--- src/ebr_pkg.sv ---
// Purpose: shared constants and types of the ready-controlled bus cycle unit
// Assumes: 32-bit register port, word-aligned byte offsets
// Notes:   phase counts are in bus reference clock periods
package ebr_pkg;

    localparam int ADDR_W   = 24;
    localparam int DATA_W   = 16;
    localparam int REG_AW   = 4;
    localparam int REG_DW   = 32;
    localparam int PHASE_W  = 4;
    localparam int WCNT_W   = 8;

    // register offsets
    localparam logic [REG_AW-1:0] CTRL_OFS   = 4'h0;
    localparam logic [REG_AW-1:0] TIMING_OFS = 4'h4;
    localparam logic [REG_AW-1:0] STATUS_OFS = 4'h8;

    // control fields
    localparam int CTRL_POL_BIT   = 0;
    localparam int CTRL_ASYNC_BIT = 1;
    localparam int CTRL_RDYEN_BIT = 2;

    // timing fields
    localparam int TIM_ADDR_LSB = 0;
    localparam int TIM_WAIT_LSB = 4;
    localparam int TIM_W        = 8;

    // status fields
    localparam int STAT_BUSY_BIT  = 0;
    localparam int STAT_RDY_BIT   = 1;
    localparam int STAT_WCNT_LSB  = 8;

    // reset values
    localparam logic       CTRL_POL_RST   = 1'b0;
    localparam logic       CTRL_ASYNC_RST = 1'b0;
    localparam logic       CTRL_RDYEN_RST = 1'b0;
    localparam logic [7:0] TIM_RST        = 8'h11;

    typedef enum logic [2:0] {
        EBR_IDLE,
        EBR_ADDR,
        EBR_MWAIT,
        EBR_SYNCW,
        EBR_RDYCHK
    } ebr_state_t;

endpackage

--- src/ebr_ready_sync.sv ---
// Purpose: polarity select and synchroniser for the ready pin
// Assumes: pin is asynchronous to clk
// Notes:   output moves only once stages two and three agree
`timescale 1ns/1ps
module ebr_ready_sync
    import ebr_pkg::*;
(
    input  wire logic clk,
    input  wire logic rst_b,
    input  wire logic ready_pin,
    input  wire logic ready_pol,
    output logic      ready_active
);

    typedef struct packed {
        logic s1;
        logic s2;
        logic s3;
        logic out;
    } ebr_sync_t;

    ebr_sync_t q;
    ebr_sync_t d;

    always_comb
    begin
        d     = q;
        // polarity applied ahead of the first flop
        d.s1  = ready_pol ? ready_pin : ~ready_pin;
        d.s2  = q.s1;
        d.s3  = q.s2;
        // agreement filter blocks a single metastable resolution
        if (q.s2 == q.s3)
        begin
            d.out = q.s3;
        end
    end

    always_ff @(posedge clk or negedge rst_b)
    begin
        if (!rst_b)
        begin
            q <= '0;
        end
        else
        begin
            q <= d;
        end
    end

    assign ready_active = q.out;

endmodule

--- src/ebr_ctrl.sv ---
// Purpose: external bus cycle sequencer with ready-controlled waitstates
// Assumes: bus reference clock is clk divided by two
// Notes:   timing latched per cycle; control bits act live
`timescale 1ns/1ps
module ebr_ctrl
    import ebr_pkg::*;
(
    input  wire logic              clk,
    input  wire logic              rst_b,
    // register port
    input  wire logic [REG_AW-1:0] reg_addr,
    input  wire logic [REG_DW-1:0] reg_wdata,
    input  wire logic              reg_wr,
    input  wire logic              reg_rd,
    output logic      [REG_DW-1:0] reg_rdata,
    // bus cycle requests
    input  wire logic              req_valid,
    input  wire logic              req_we,
    input  wire logic [ADDR_W-1:0] req_addr,
    input  wire logic [DATA_W-1:0] req_wdata,
    output logic                   req_ready,
    output logic                   cyc_done,
    output logic      [DATA_W-1:0] cyc_rdata,
    // external bus pins
    output logic                   bus_reference_clock_out,
    output logic      [ADDR_W-1:0] bus_addr,
    output logic                   bus_rd_b,
    output logic                   bus_wr_b,
    output logic      [DATA_W-1:0] bus_data_o,
    output logic                   bus_data_oe_b,
    input  wire logic [DATA_W-1:0] bus_data_i,
    input  wire logic              bus_ready_in
);

    typedef struct packed {
        ebr_state_t          st;
        logic                ref_clk;
        logic [PHASE_W-1:0]  cnt;
        logic [WCNT_W-1:0]   wcnt;
        logic [WCNT_W-1:0]   last_wcnt;
        logic                pol;
        logic                async_m;
        logic                rdy_en;
        logic [TIM_W-1:0]    tim;
        logic [TIM_W-1:0]    cyc_tim;
        logic                pend;
        logic                pend_we;
        logic [ADDR_W-1:0]   pend_addr;
        logic [DATA_W-1:0]   pend_wdata;
        logic                we;
        logic [ADDR_W-1:0]   addr;
        logic [DATA_W-1:0]   wdata;
        logic                rd_b;
        logic                wr_b;
        logic                oe_b;
        logic [DATA_W-1:0]   rdata;
        logic                done;
        logic [REG_DW-1:0]   reg_rdata;
    } ebr_main_t;

    ebr_main_t q;
    ebr_main_t d;

    logic async_rdy;
    logic sync_rdy;
    logic rdy_now;
    logic tick;

    function automatic logic [PHASE_W-1:0] phase_of(
        input logic [TIM_W-1:0] tim,
        input int               lsb
    );
        phase_of = tim[lsb +: PHASE_W];
    endfunction

    ebr_ready_sync u_sync (
        .clk          (clk),
        .rst_b        (rst_b),
        .ready_pin    (bus_ready_in),
        .ready_pol    (q.pol),
        .ready_active (async_rdy)
    );

    // sync mode relies on the partner timing ready to the ref clock
    assign sync_rdy = q.pol ? bus_ready_in : ~bus_ready_in;
    assign rdy_now  = q.async_m ? async_rdy : sync_rdy;
    // bus phases move where the reference clock rises
    assign tick     = ~q.ref_clk;

    always_comb
    begin
        d         = q;
        d.ref_clk = ~q.ref_clk;
        d.done    = 1'b0;
        d.reg_rdata = '0;

        if (reg_wr)
        begin
            if (reg_addr == CTRL_OFS)
            begin
                d.pol     = reg_wdata[CTRL_POL_BIT];
                d.async_m = reg_wdata[CTRL_ASYNC_BIT];
                d.rdy_en  = reg_wdata[CTRL_RDYEN_BIT];
            end
            else if (reg_addr == TIMING_OFS)
            begin
                d.tim = reg_wdata[TIM_W-1:0];
            end
        end

        if (reg_rd)
        begin
            case (reg_addr)
                CTRL_OFS:
                begin
                    d.reg_rdata[CTRL_POL_BIT]   = q.pol;
                    d.reg_rdata[CTRL_ASYNC_BIT] = q.async_m;
                    d.reg_rdata[CTRL_RDYEN_BIT] = q.rdy_en;
                end
                TIMING_OFS:
                begin
                    d.reg_rdata[TIM_W-1:0] = q.tim;
                end
                STATUS_OFS:
                begin
                    d.reg_rdata[STAT_BUSY_BIT] = q.pend
                        | (q.st != EBR_IDLE);
                    d.reg_rdata[STAT_RDY_BIT]  = rdy_now;
                    d.reg_rdata[STAT_WCNT_LSB +: WCNT_W] = q.last_wcnt;
                end
                default:
                begin
                    d.reg_rdata = '0;
                end
            endcase
        end

        if (req_valid && !q.pend && q.st == EBR_IDLE)
        begin
            d.pend       = 1'b1;
            d.pend_we    = req_we;
            d.pend_addr  = req_addr;
            d.pend_wdata = req_wdata;
        end

        if (tick)
        begin
            case (q.st)
                EBR_IDLE:
                begin
                    if (q.pend)
                    begin
                        d.pend    = 1'b0;
                        d.we      = q.pend_we;
                        d.addr    = q.pend_addr;
                        d.wdata   = q.pend_wdata;
                        d.oe_b    = ~q.pend_we;
                        d.cyc_tim = q.tim;
                        d.wcnt    = '0;
                        d.cnt     = phase_of(q.tim, TIM_ADDR_LSB);
                        d.st      = EBR_ADDR;
                    end
                end
                EBR_ADDR:
                begin
                    // a zero length still gives one address period
                    if (q.cnt <= 4'h1)
                    begin
                        d.rd_b = q.we;
                        d.wr_b = ~q.we;
                        d.cnt  = phase_of(q.cyc_tim, TIM_WAIT_LSB);
                        if (phase_of(q.cyc_tim, TIM_WAIT_LSB) != 4'h0)
                        begin
                            d.st = EBR_MWAIT;
                        end
                        else if (!q.rdy_en)
                        begin
                            d.st = EBR_RDYCHK;
                        end
                        else
                        begin
                            d.st = q.async_m ? EBR_SYNCW : EBR_RDYCHK;
                        end
                    end
                    else
                    begin
                        d.cnt = q.cnt - 4'h1;
                    end
                end
                EBR_MWAIT:
                begin
                    // ready is not looked at here
                    if (q.cnt == 4'h1)
                    begin
                        d.st = (q.rdy_en && q.async_m) ? EBR_SYNCW
                                                       : EBR_RDYCHK;
                    end
                    else
                    begin
                        d.cnt = q.cnt - 4'h1;
                    end
                end
                EBR_SYNCW:
                begin
                    // covers the synchroniser latency
                    d.wcnt = q.wcnt + 8'h01;
                    d.st   = EBR_RDYCHK;
                end
                EBR_RDYCHK:
                begin
                    if (!q.rdy_en || rdy_now)
                    begin
                        // read data and strobe rise on one edge
                        d.rdata     = q.we ? q.rdata : bus_data_i;
                        d.rd_b      = 1'b1;
                        d.wr_b      = 1'b1;
                        d.oe_b      = 1'b1;
                        d.addr      = '0;
                        d.done      = 1'b1;
                        d.last_wcnt = q.wcnt;
                        d.st        = EBR_IDLE;
                    end
                    else
                    begin
                        // saturate rather than wrap the wait counter
                        if (q.wcnt != 8'hFF)
                        begin
                            d.wcnt = q.wcnt + 8'h01;
                        end
                    end
                end
                default:
                begin
                    d.st = EBR_IDLE;
                end
            endcase
        end
    end

    always_ff @(posedge clk or negedge rst_b)
    begin
        if (!rst_b)
        begin
            q         <= '0;
            q.st      <= EBR_IDLE;
            q.pol     <= CTRL_POL_RST;
            q.async_m <= CTRL_ASYNC_RST;
            q.rdy_en  <= CTRL_RDYEN_RST;
            q.tim     <= TIM_RST;
            q.rd_b    <= 1'b1;
            q.wr_b    <= 1'b1;
            q.oe_b    <= 1'b1;
        end
        else
        begin
            q <= d;
        end
    end

    assign reg_rdata               = q.reg_rdata;
    assign req_ready               = ~q.pend & (q.st == EBR_IDLE);
    assign cyc_done                = q.done;
    assign cyc_rdata               = q.rdata;
    assign bus_reference_clock_out = q.ref_clk;
    assign bus_addr                = q.addr;
    assign bus_rd_b                = q.rd_b;
    assign bus_wr_b                = q.wr_b;
    assign bus_data_o              = q.wdata;
    assign bus_data_oe_b           = q.oe_b;

endmodule

--- config.mk ---
export PLATFORM = sky130hd
export DESIGN_NAME = ebr_ctrl
export DESIGN_NICKNAME = d
export VERILOG_FILES = /design/src/ebr_pkg.sv /design/src/ebr_ready_sync.sv /design/src/ebr_ctrl.sv
export SDC_FILE = /design/constraint.sdc
export NUM_CORES = 1
export LEC_CHECK = 0
export BUFFER_PORTS_ARGS = -buffer_cell sky130_fd_sc_hd__clkbuf_2
export CORE_MARGIN = 4
export CORE_UTILIZATION = 48
export CTS_CLUSTER_DIAMETER = 200
export DETAILED_ROUTE_END_ITERATION = 8
export GPL_TIMING_DRIVEN = 0
export PLACE_DENSITY = 0.77
export SYNTH_ARGS = -nofsm -noshare
export SYNTH_HDL_FRONTEND = slang
export SYNTH_SLANG_ARGS = --single-unit
--- constraint.sdc ---
create_clock -name clk -period 2.3 [get_ports clk]
set_clock_uncertainty 0.2 [all_clocks]
set_input_delay 0.23 -clock clk [delete_from_list [all_inputs] [get_ports clk]]
set_output_delay 0.23 -clock clk [all_outputs]
set_load 0.02 [all_outputs]
==> summary.md, run 1 <==
| Metric | Value |
|---|---|
| Area Growth Syn to Fin | 34.5% |
| Most numerous cell in the Yosys netlist | dfrtp_1 |
| Hold path depth | 4 |
| R2R setup slack | 70 ps |
| Synth top cells by count | 157 x dfrtp_1, 89 x buf_4, 89 x mux2_2, 24 x a22o_1 |
| Sequential power share | approximately two fifths |
| CTS tree | done |
| Die area | 0.0170 mm2 |
| WL final | 15.9 mm |
| DRT Pass-1 Iters | 5 |
| Fmax | 448 MHz |
| Via count | a little over 5000 |
| Final Non-Filler Cells | 1010 |
| Worst-Skew Late Latency | 420 ps |
| VDD IR max | 845 uV |
| CTS H-Tree Depth | 4 |
| CP Data Required Time | 2400 ps |
| Number of synthesized flops with an enable pin | 0 |
| Vias in the first global route | between 5000 and 6000 |
| CTS sink cnt | 162 |
| Pwr Density | approximately 1200 mW/mm2 |
| Worst slew pin tran | 921 ps |
| DRT iter0 DRCs | between 200 and 250 |
| Internal power | 0.00781 W |
| CTS root buf | clkbuf_16 |
| Syn Area/Cell | roughly 13 um2 |
| Port-buffer cells | 152 |
| Worst Hold End | reg_rdata[1] |
| First-pass GRT wire length | between 20 and 30 mm |
| Max cap viols | 0 |
| Hold Path Origin | reg_addr[2] |
| Sw Ratio | between 30% and 40% |
| DRC | 0 |
| Clock slew at reported path FFs | roughly 60 ps |
| Crit. End Element | register |
| Slowest cell on crit path | or3b_2 |
| Min Tclk post-route | 2230 ps |
| Finish-stage setup viols | 0 |
| Pin count of the biggest net entering global routing | 102 |
| DR WL/cell | 15.8 um |
| Outcome | finished clean |
| Reg-to-Reg Start | q[176] |
| Post-DP HPWL | 10.6 mm |
| Top cells by area, synth | dfrtp_1 55%, mux2_2 14%, buf_4 9.3%, a22o_1 2.9%, mux2_4 2.1% |
| Core box area | 0.0146 mm2 |
| Asr flop ratio synth | 100% |
| Synth Warn # | 0 |
| Crit path max-delay family | simple AND/OR/NAND/NOR gates |
| Slowest Stage Delay on Critical Path | 590 ps |
| Maximum clock path buffer count | 2 |
| Placer congestion estimate | 0.785 |
| Period utilisation layout | 97.0% |
| Yosys cell types | 59 |
| I/O pins | 193 |
| Vias per inst | 5.03 |
| Synth area leader | dfrtp_1 |
| FF+latch count, synth | 162 |
| Nets@finish | 915 |
| R2R depth | 4 |
| Gr usage total | 19.2% |
| Mapped Cells | 549 |
| Clk pwr share | 25.1% |
| Cell Area, Synth | 0.00719 mm2 |
| Worst path bufs/invs | 0 |
| CP Launch Type | register |
| Worst Hold Class | in -> reg |
| Routed Antenna Nets | 0 |
| Worst path arrival time | 2330 ps |
| Diode count | 0 |
| CP Cell Sequence | or3b_2 -> o221a_2 -> o21ai_1 -> mux2_2 |
| Max Slew Vio Count | 0 |
| Initial antenna violation count | 0 |
| Num rows | 44 |
| Die width | about 130 um |
| Top cell type's share of synthesized area | a little over half |
| Slew headroom | 37.6% |
| Gate power share | 35.4% |
| CP Class | reg -> reg |
| Reg-to-reg critical path endpoint | q[177] |
| Placed insts | approximately 900 |
| Num CTS Buffers | 17 |
| NetSw | ~0.0038 W |
| Share of cells above drive strength 1 | 50.1% |
| Leakage power | roughly 4.9 nW |
| GR Overflow Total | 0 |
| Main flop type after synthesis | dfrtp_1 |
| Die Y | 130 um |
| Starting Density | between 40 and 50% |
| Fin Setup TNS | 0 ps |
| Max Fanout on Critical Path | 5 |
| Fill count | ~1000 |
| Final Hold Vio Count | 0 |
| Sequential fraction of the synthesis area | 56.5% |
[cell type report]
class | count | area (um2) | area share, %
plain buffers | 108 | 795 | 8.21
clock buffers | 18 | 439 | 4.54
clock inverters | 14 | 178 | 1.84
inverters | 15 | 56.3 | 0.582
multi-input cells | 279 | 2360 | 24.4
flip-flops and latches | 162 | 4060 | 42.0
well taps | 184 | 230 | 2.38
repair buffers | 230 | 1550 | 16.1
[cell families after synthesis]
group / share of synthesized area (%)
flops: 56.5
buf+inv: 11.7
other cells: 0.0522
xor+xnor: 0.122
fa+ha+maj: 0.661
mux: 16.2
compound gates: 8.74
simple gates: 6.07
[sequential cells by signal, indices dropped and copies added (netlist names)]
signal                   flops
q                           81
bus_data_o                  16
cyc_rdata                   16
cyc_done                     1
bus_addr                    24
bus_wr_b                     1
bus_data_oe_b                1
reg_rdata                   16
u_sync.d                     2
bus_rd_b                     1
bus_reference_clock_out      1
u_sync.ready_active          1
u_sync.q                     1
[repair_timing]
action                                  4_1_cts  5_1_grt
pin swaps                                     0        3
endpoints found under the setup margin       11       72
buffers inserted                              0        6
hold buffers                                 71        0
endpoints found under the hold margin       133        0
resized for setup                             3        7
[power groups by stage]
stage	combinational [W]	sequential, W	clock [W]
3_3_place_gp	0.00376	0.00451	0
3_5_place_dp	0.00390	0.00458	0
2_1_floorplan	0.00293	0.00442	0
6_report	0.00411	0.00458	0.00292
5_1_grt	0.00443	0.00470	0.00313
4_1_cts	0.00403	0.00455	0.00297
[worst register-to-register path: stages, from the launching register on]
cell and delay (ps):
dfrtp_1 460, or3b_2 590, o221a_2 360, o21ai_1 140
mux2_2 370
[worst max-delay path by stage]
stage,start,endpoint,depth (start not counted)
final,q[176],q[177],4
after global routing,q[175],q[165],7
after CTS,bus_reference_clock_out,bus_addr[13],6
after detailed placement,q[170],q[173],7
after global placement,rst_b,q[118],1
after floorplan,q[176],q[162],5
[placed cells by master (no fill, tap or decap), drive strengths merged, types with 4 or more instances in the layout]
master	n
and3	6
dlygate4sd3	71
and2	15
o31ai	7
nor2	14
inv	20
clkbuf	174
o21ai	12
mux2	99
buf	111
dfstp	5
conb	16
a21oi	10
nor3	4
a22o	24
dfrtp	157
nand3	8
nand2	14
o41ai	5
[per-stage QoR]
| stage | hold slack, ps | worst slack [ps] | power [W] | instance area [um2] | util, % |
|---|---|---|---|---|---|
| 2_1_floorplan | -266 | 203 | 0.00735 | 7250 | - |
| 3_3_place_gp | 142 | -1850 | 0.00827 | 8240 | 56.5 |
| 3_5_place_dp | 46.6 | -27.6 | 0.00848 | 8270 | 56.7 |
| 4_1_cts | 16.2 | 29.3 | 0.0115 | 9610 | 65.9 |
| 5_1_grt | 73.3 | -10.8 | 0.0123 | 9670 | 66.3 |
| 6_report | 44.5 | 70.1 | 0.0116 | 9670 | 66.3 |
[layer usage]
| metal | vias up | part of all wire [%] | global-route usage, % |
|---|---|---|---|
| met3 | 27 | 7.7 | 5.53 |
| met1 | 2463 | 42 | 24.3 |
| met5 | - | 0 | 0 |
| met2 | 217 | 49 | 32.1 |
| met4 | 0 | 1.7 | 6.23 |
| li1 | 2374 | - | - |
(Power assumes the default switching activity.)
==> run 2, diff against run 1 <==
Settings changed: CORE_UTILIZATION 48 to 57, PLACE_DENSITY 0.77 to 0.86, REMOVE_ABC_BUFFERS set to 1.
Clock period 2.3 ns to 2.9 ns, I/O delays scaled along.
==> run 2 against run 1 <==
Effect of this change:
- wire length rose by 6.4%
- final cell count fell by 13%
- global-route usage rose by 5.2 points
- final area fell by 8.2%
- non-clock buffer count fell by 113
- largest cell class unchanged
- highest routed layer is now met5
==> summary.md, run 2 (synthesis gave the netlist of run 1 again) <==
| Metric | Value |
|---|---|
| Outcome | finished clean (unchanged) |
| CTS-repair resized insts | 0 (was 3) |
| GR Overflow Total | 0 (unchanged) |
| CP Launch Type | primary input (was register) |
| Leading cell type in the layout, fill and taps excluded | dfrtp_1 (unchanged) |
| Die width | 120 um (was 130 um) |
| Routed Antenna Nets | 0 (unchanged) |
| Port-buffer cells | 152 (unchanged) |
| Pwr Density | 999 mW/mm2 (was 1200 mW/mm2) |
| Worst slew pin tran | 993 ps (was 921 ps) |
| Initial antenna violation count | 1 (was 0) |
| Post-DP HPWL | 9.80 mm (was 10.6 mm) |
| Sequential cell area | 0.00406 mm2 (unchanged) |
| Met3 Usage GRT | 8.19% (was 5.53%) |
| Max Slew Vio Count | 0 (unchanged) |
| CTS H-Tree Depth | 4 (unchanged) |
| Area Growth Syn to Fin | 23.5% (was 34.5%) |
| DRT iter0 DRCs | 292 (was 203) |
| Via count | 4847 (was 5081) |
| Most frequent cells in the layout | 157 x dfrtp_1, 151 x clkbuf_2, 89 x mux2_2, 70 x dlygate4sd3_1, 24 x a22o_1 (was 157 x dfrtp_1, 153 x clkbuf_2, 96 x buf_4, 89 x mux2_2, 71 x dlygate4sd3_1) |
| Die area | 0.0145 mm2 (was 0.0170 mm2) |
| Final core occ | 73.0% (was 66.3%) |
| Slowest cell on crit path | or3_1 (was or3b_2) |
| Num CTS Buffers | 17 (unchanged) |
| Maximum clock path buffer count | 2 (unchanged) |
| WL final | 17.0 mm (was 15.9 mm) |
| Fmax | 376 MHz |
| CTS tree | done (unchanged) |
| Core box area | 0.0122 mm2 (was 0.0146 mm2) |
| Grt met2 use | 41.8% (was 32.1%) |
| Worst-Skew Late Latency | 420 ps (about the same) |
| Vias in the first global route | 5258 (was 5199) |
| Worst path arrival time | 2760 ps (was 2330 ps) |
| Slowest Stage Delay on Critical Path | 730 ps (was 590 ps) |
| Post-CTS Setup Bufs | 0 (unchanged) |
| Min Tclk post-route | 2660 ps |
| DR WL/cell | 19.3 um (was 15.8 um) |
| Share of cells above drive strength 1 | 41.9% (was 50.1%) |
| Final Non-Filler Cells | 881 (was 1010) |
| Nets@finish | 802 (was 915) |
| Max cap viols | 0 (unchanged) |
| Largest Register | q (unchanged) |
| Slew headroom | 33.8% (was 37.6%) |
| Hold Slack | 21.8 ps (was 44.5 ps) |
| CTS root buf | clkbuf_16 (unchanged) |
| Crit. End Element | register (unchanged) |
| Max reg flops | 81 (unchanged) |
| Fill count | 693 (was 1034) |
| CTS sink cnt | 162 (unchanged) |
| VDD IR max | 694 uV (was 845 uV) |
| Placed insts | 779 (was 901) |
| Leakage power | 4.33 nW (was 4.86 nW) |
| DRC | 0 (unchanged) |
| Total power | 0.00887 W (was 0.0116 W) |
| Worst path bufs/invs | 2 (was 0) |
| Multi-input gate area | 0.00235 mm2 (was 0.00236 mm2) |
| Period utilisation layout | 91.7% |
| Die Y | 120 um (was 130 um) |
| Vias per inst | 5.50 (was 5.03) |
| Crit path max-delay family | simple AND/OR/NAND/NOR gates (unchanged) |
| Clock slew at reported path FFs | 60 ps (about the same) |
| CP Class | in -> reg (was reg -> reg) |
| Placer congestion estimate | 0.880 (was 0.785) |
| DRT Pass-1 Iters | 6 (was 5) |
| Finish-stage setup viols | 0 (unchanged) |
| Final Hold Vio Count | 0 (unchanged) |
| First-pass GRT wire length | 27.4 mm (was 25.7 mm) |
| Busiest layer in global routing | met2 (unchanged) |
| Fin area | 0.00888 mm2 (was 0.00967 mm2) |
| Num rows | 40 (was 44) |
| Pin count of the biggest net entering global routing | 99 (was 102) |
| Placed cell area | 0.00751 mm2 (was 0.00827 mm2) |
| Worst Hold Class | in -> reg (unchanged) |
| Max Fanout on Critical Path | 16 (was 5) |
| Met1 usage | 29.0% (was 24.3%) |
| Starting Density | 59.1% (was 49.3%) |
| CP Cell Sequence | dlygate4sd3_1 -> clkbuf_2 -> xor2_1 -> o211ai_2 -> nand3_2 -> or3_1 -> mux2_4 (was or3b_2 -> o221a_2 -> o21ai_1 -> mux2_2) |
| RSZ-0062 raised after global routing | no |
| Gr usage total | 24.5% (was 19.2%) |
| CP Data Required Time | 3000 ps (was 2400 ps) |
| Diode count | 0 (unchanged) |
| I/O pins | 193 (unchanged) |
run 2: cell count changes in the layout (fill, tap and decap cells not counted), sizes merged:
cell,delta
buf,-108
inv,-5
bufinv,+2
clkinvlp,-2
clkbuf,+1
dlygate4sd3,-1
run 2: repair_timing:
action,4_1_cts,5_1_grt
endpoints found under the setup margin,0,0
hold buffers,70,0
endpoints found under the hold margin,132,0
run 2: metal layers:
layer	vias to the layer above	wire length (um)
li1	2143	-
met1	2414	6800
met2	254	8520
met3	34	1330
met4	2	306
met5	-	12
run 2: cell type report:
class	count	share of cell area, %
timing repair buffer	225	17.3
multi-input combinational	279	26.4
clock inverter	9	1.99
sequential	162	45.7
inverter	15	0.634
tap	168	2.37
clock buffer	23	5.50
run 2: final timing paths:
path | end | startpoint | cells after the start | slack, ps
setup / recovery | cyc_rdata[5] | bus_ready_in | 7 | 240
hold reg to reg | u_sync.d[1] | u_sync.d[2] | 0 | 150
min in group asynchronous | cyc_rdata[10] | rst_b | 2 | 230
hold / removal | q[134] | req_valid | 3 | 20
max in group asynchronous | bus_addr[10] | rst_b | 3 | 1430
setup reg to reg | cyc_rdata[5] | q[153] | 5 | 360
run 2: worst reg2reg max path, stage by stage, from the launching register on:
cell	delay, ps
dfrtp_1	420
xor2_1	200
o211ai_2	270
nand3_2	150
or3_1	730
mux2_4	450
run 2: where the power goes:
part / leakage [nW] / total [W] / internal [W] / switching, W
registers: 2.02 / 0.00373 / 0.00310 / 0.000626
logic: 1.99 / 0.00265 / 0.00122 / 0.00143
clock network: 0.323 / 0.00249 / 0.00162 / 0.000867
total: 4.33 / 0.00887 / 0.00594 / 0.00292
run 2: metrics by stage:
step                setup WS (ps)  TNS (ps)
detailed placement            424         0
CTS                           290         0
finish                        241         0
floorplan                     210         0
global placement            -1200   -198840
global route                  164         0
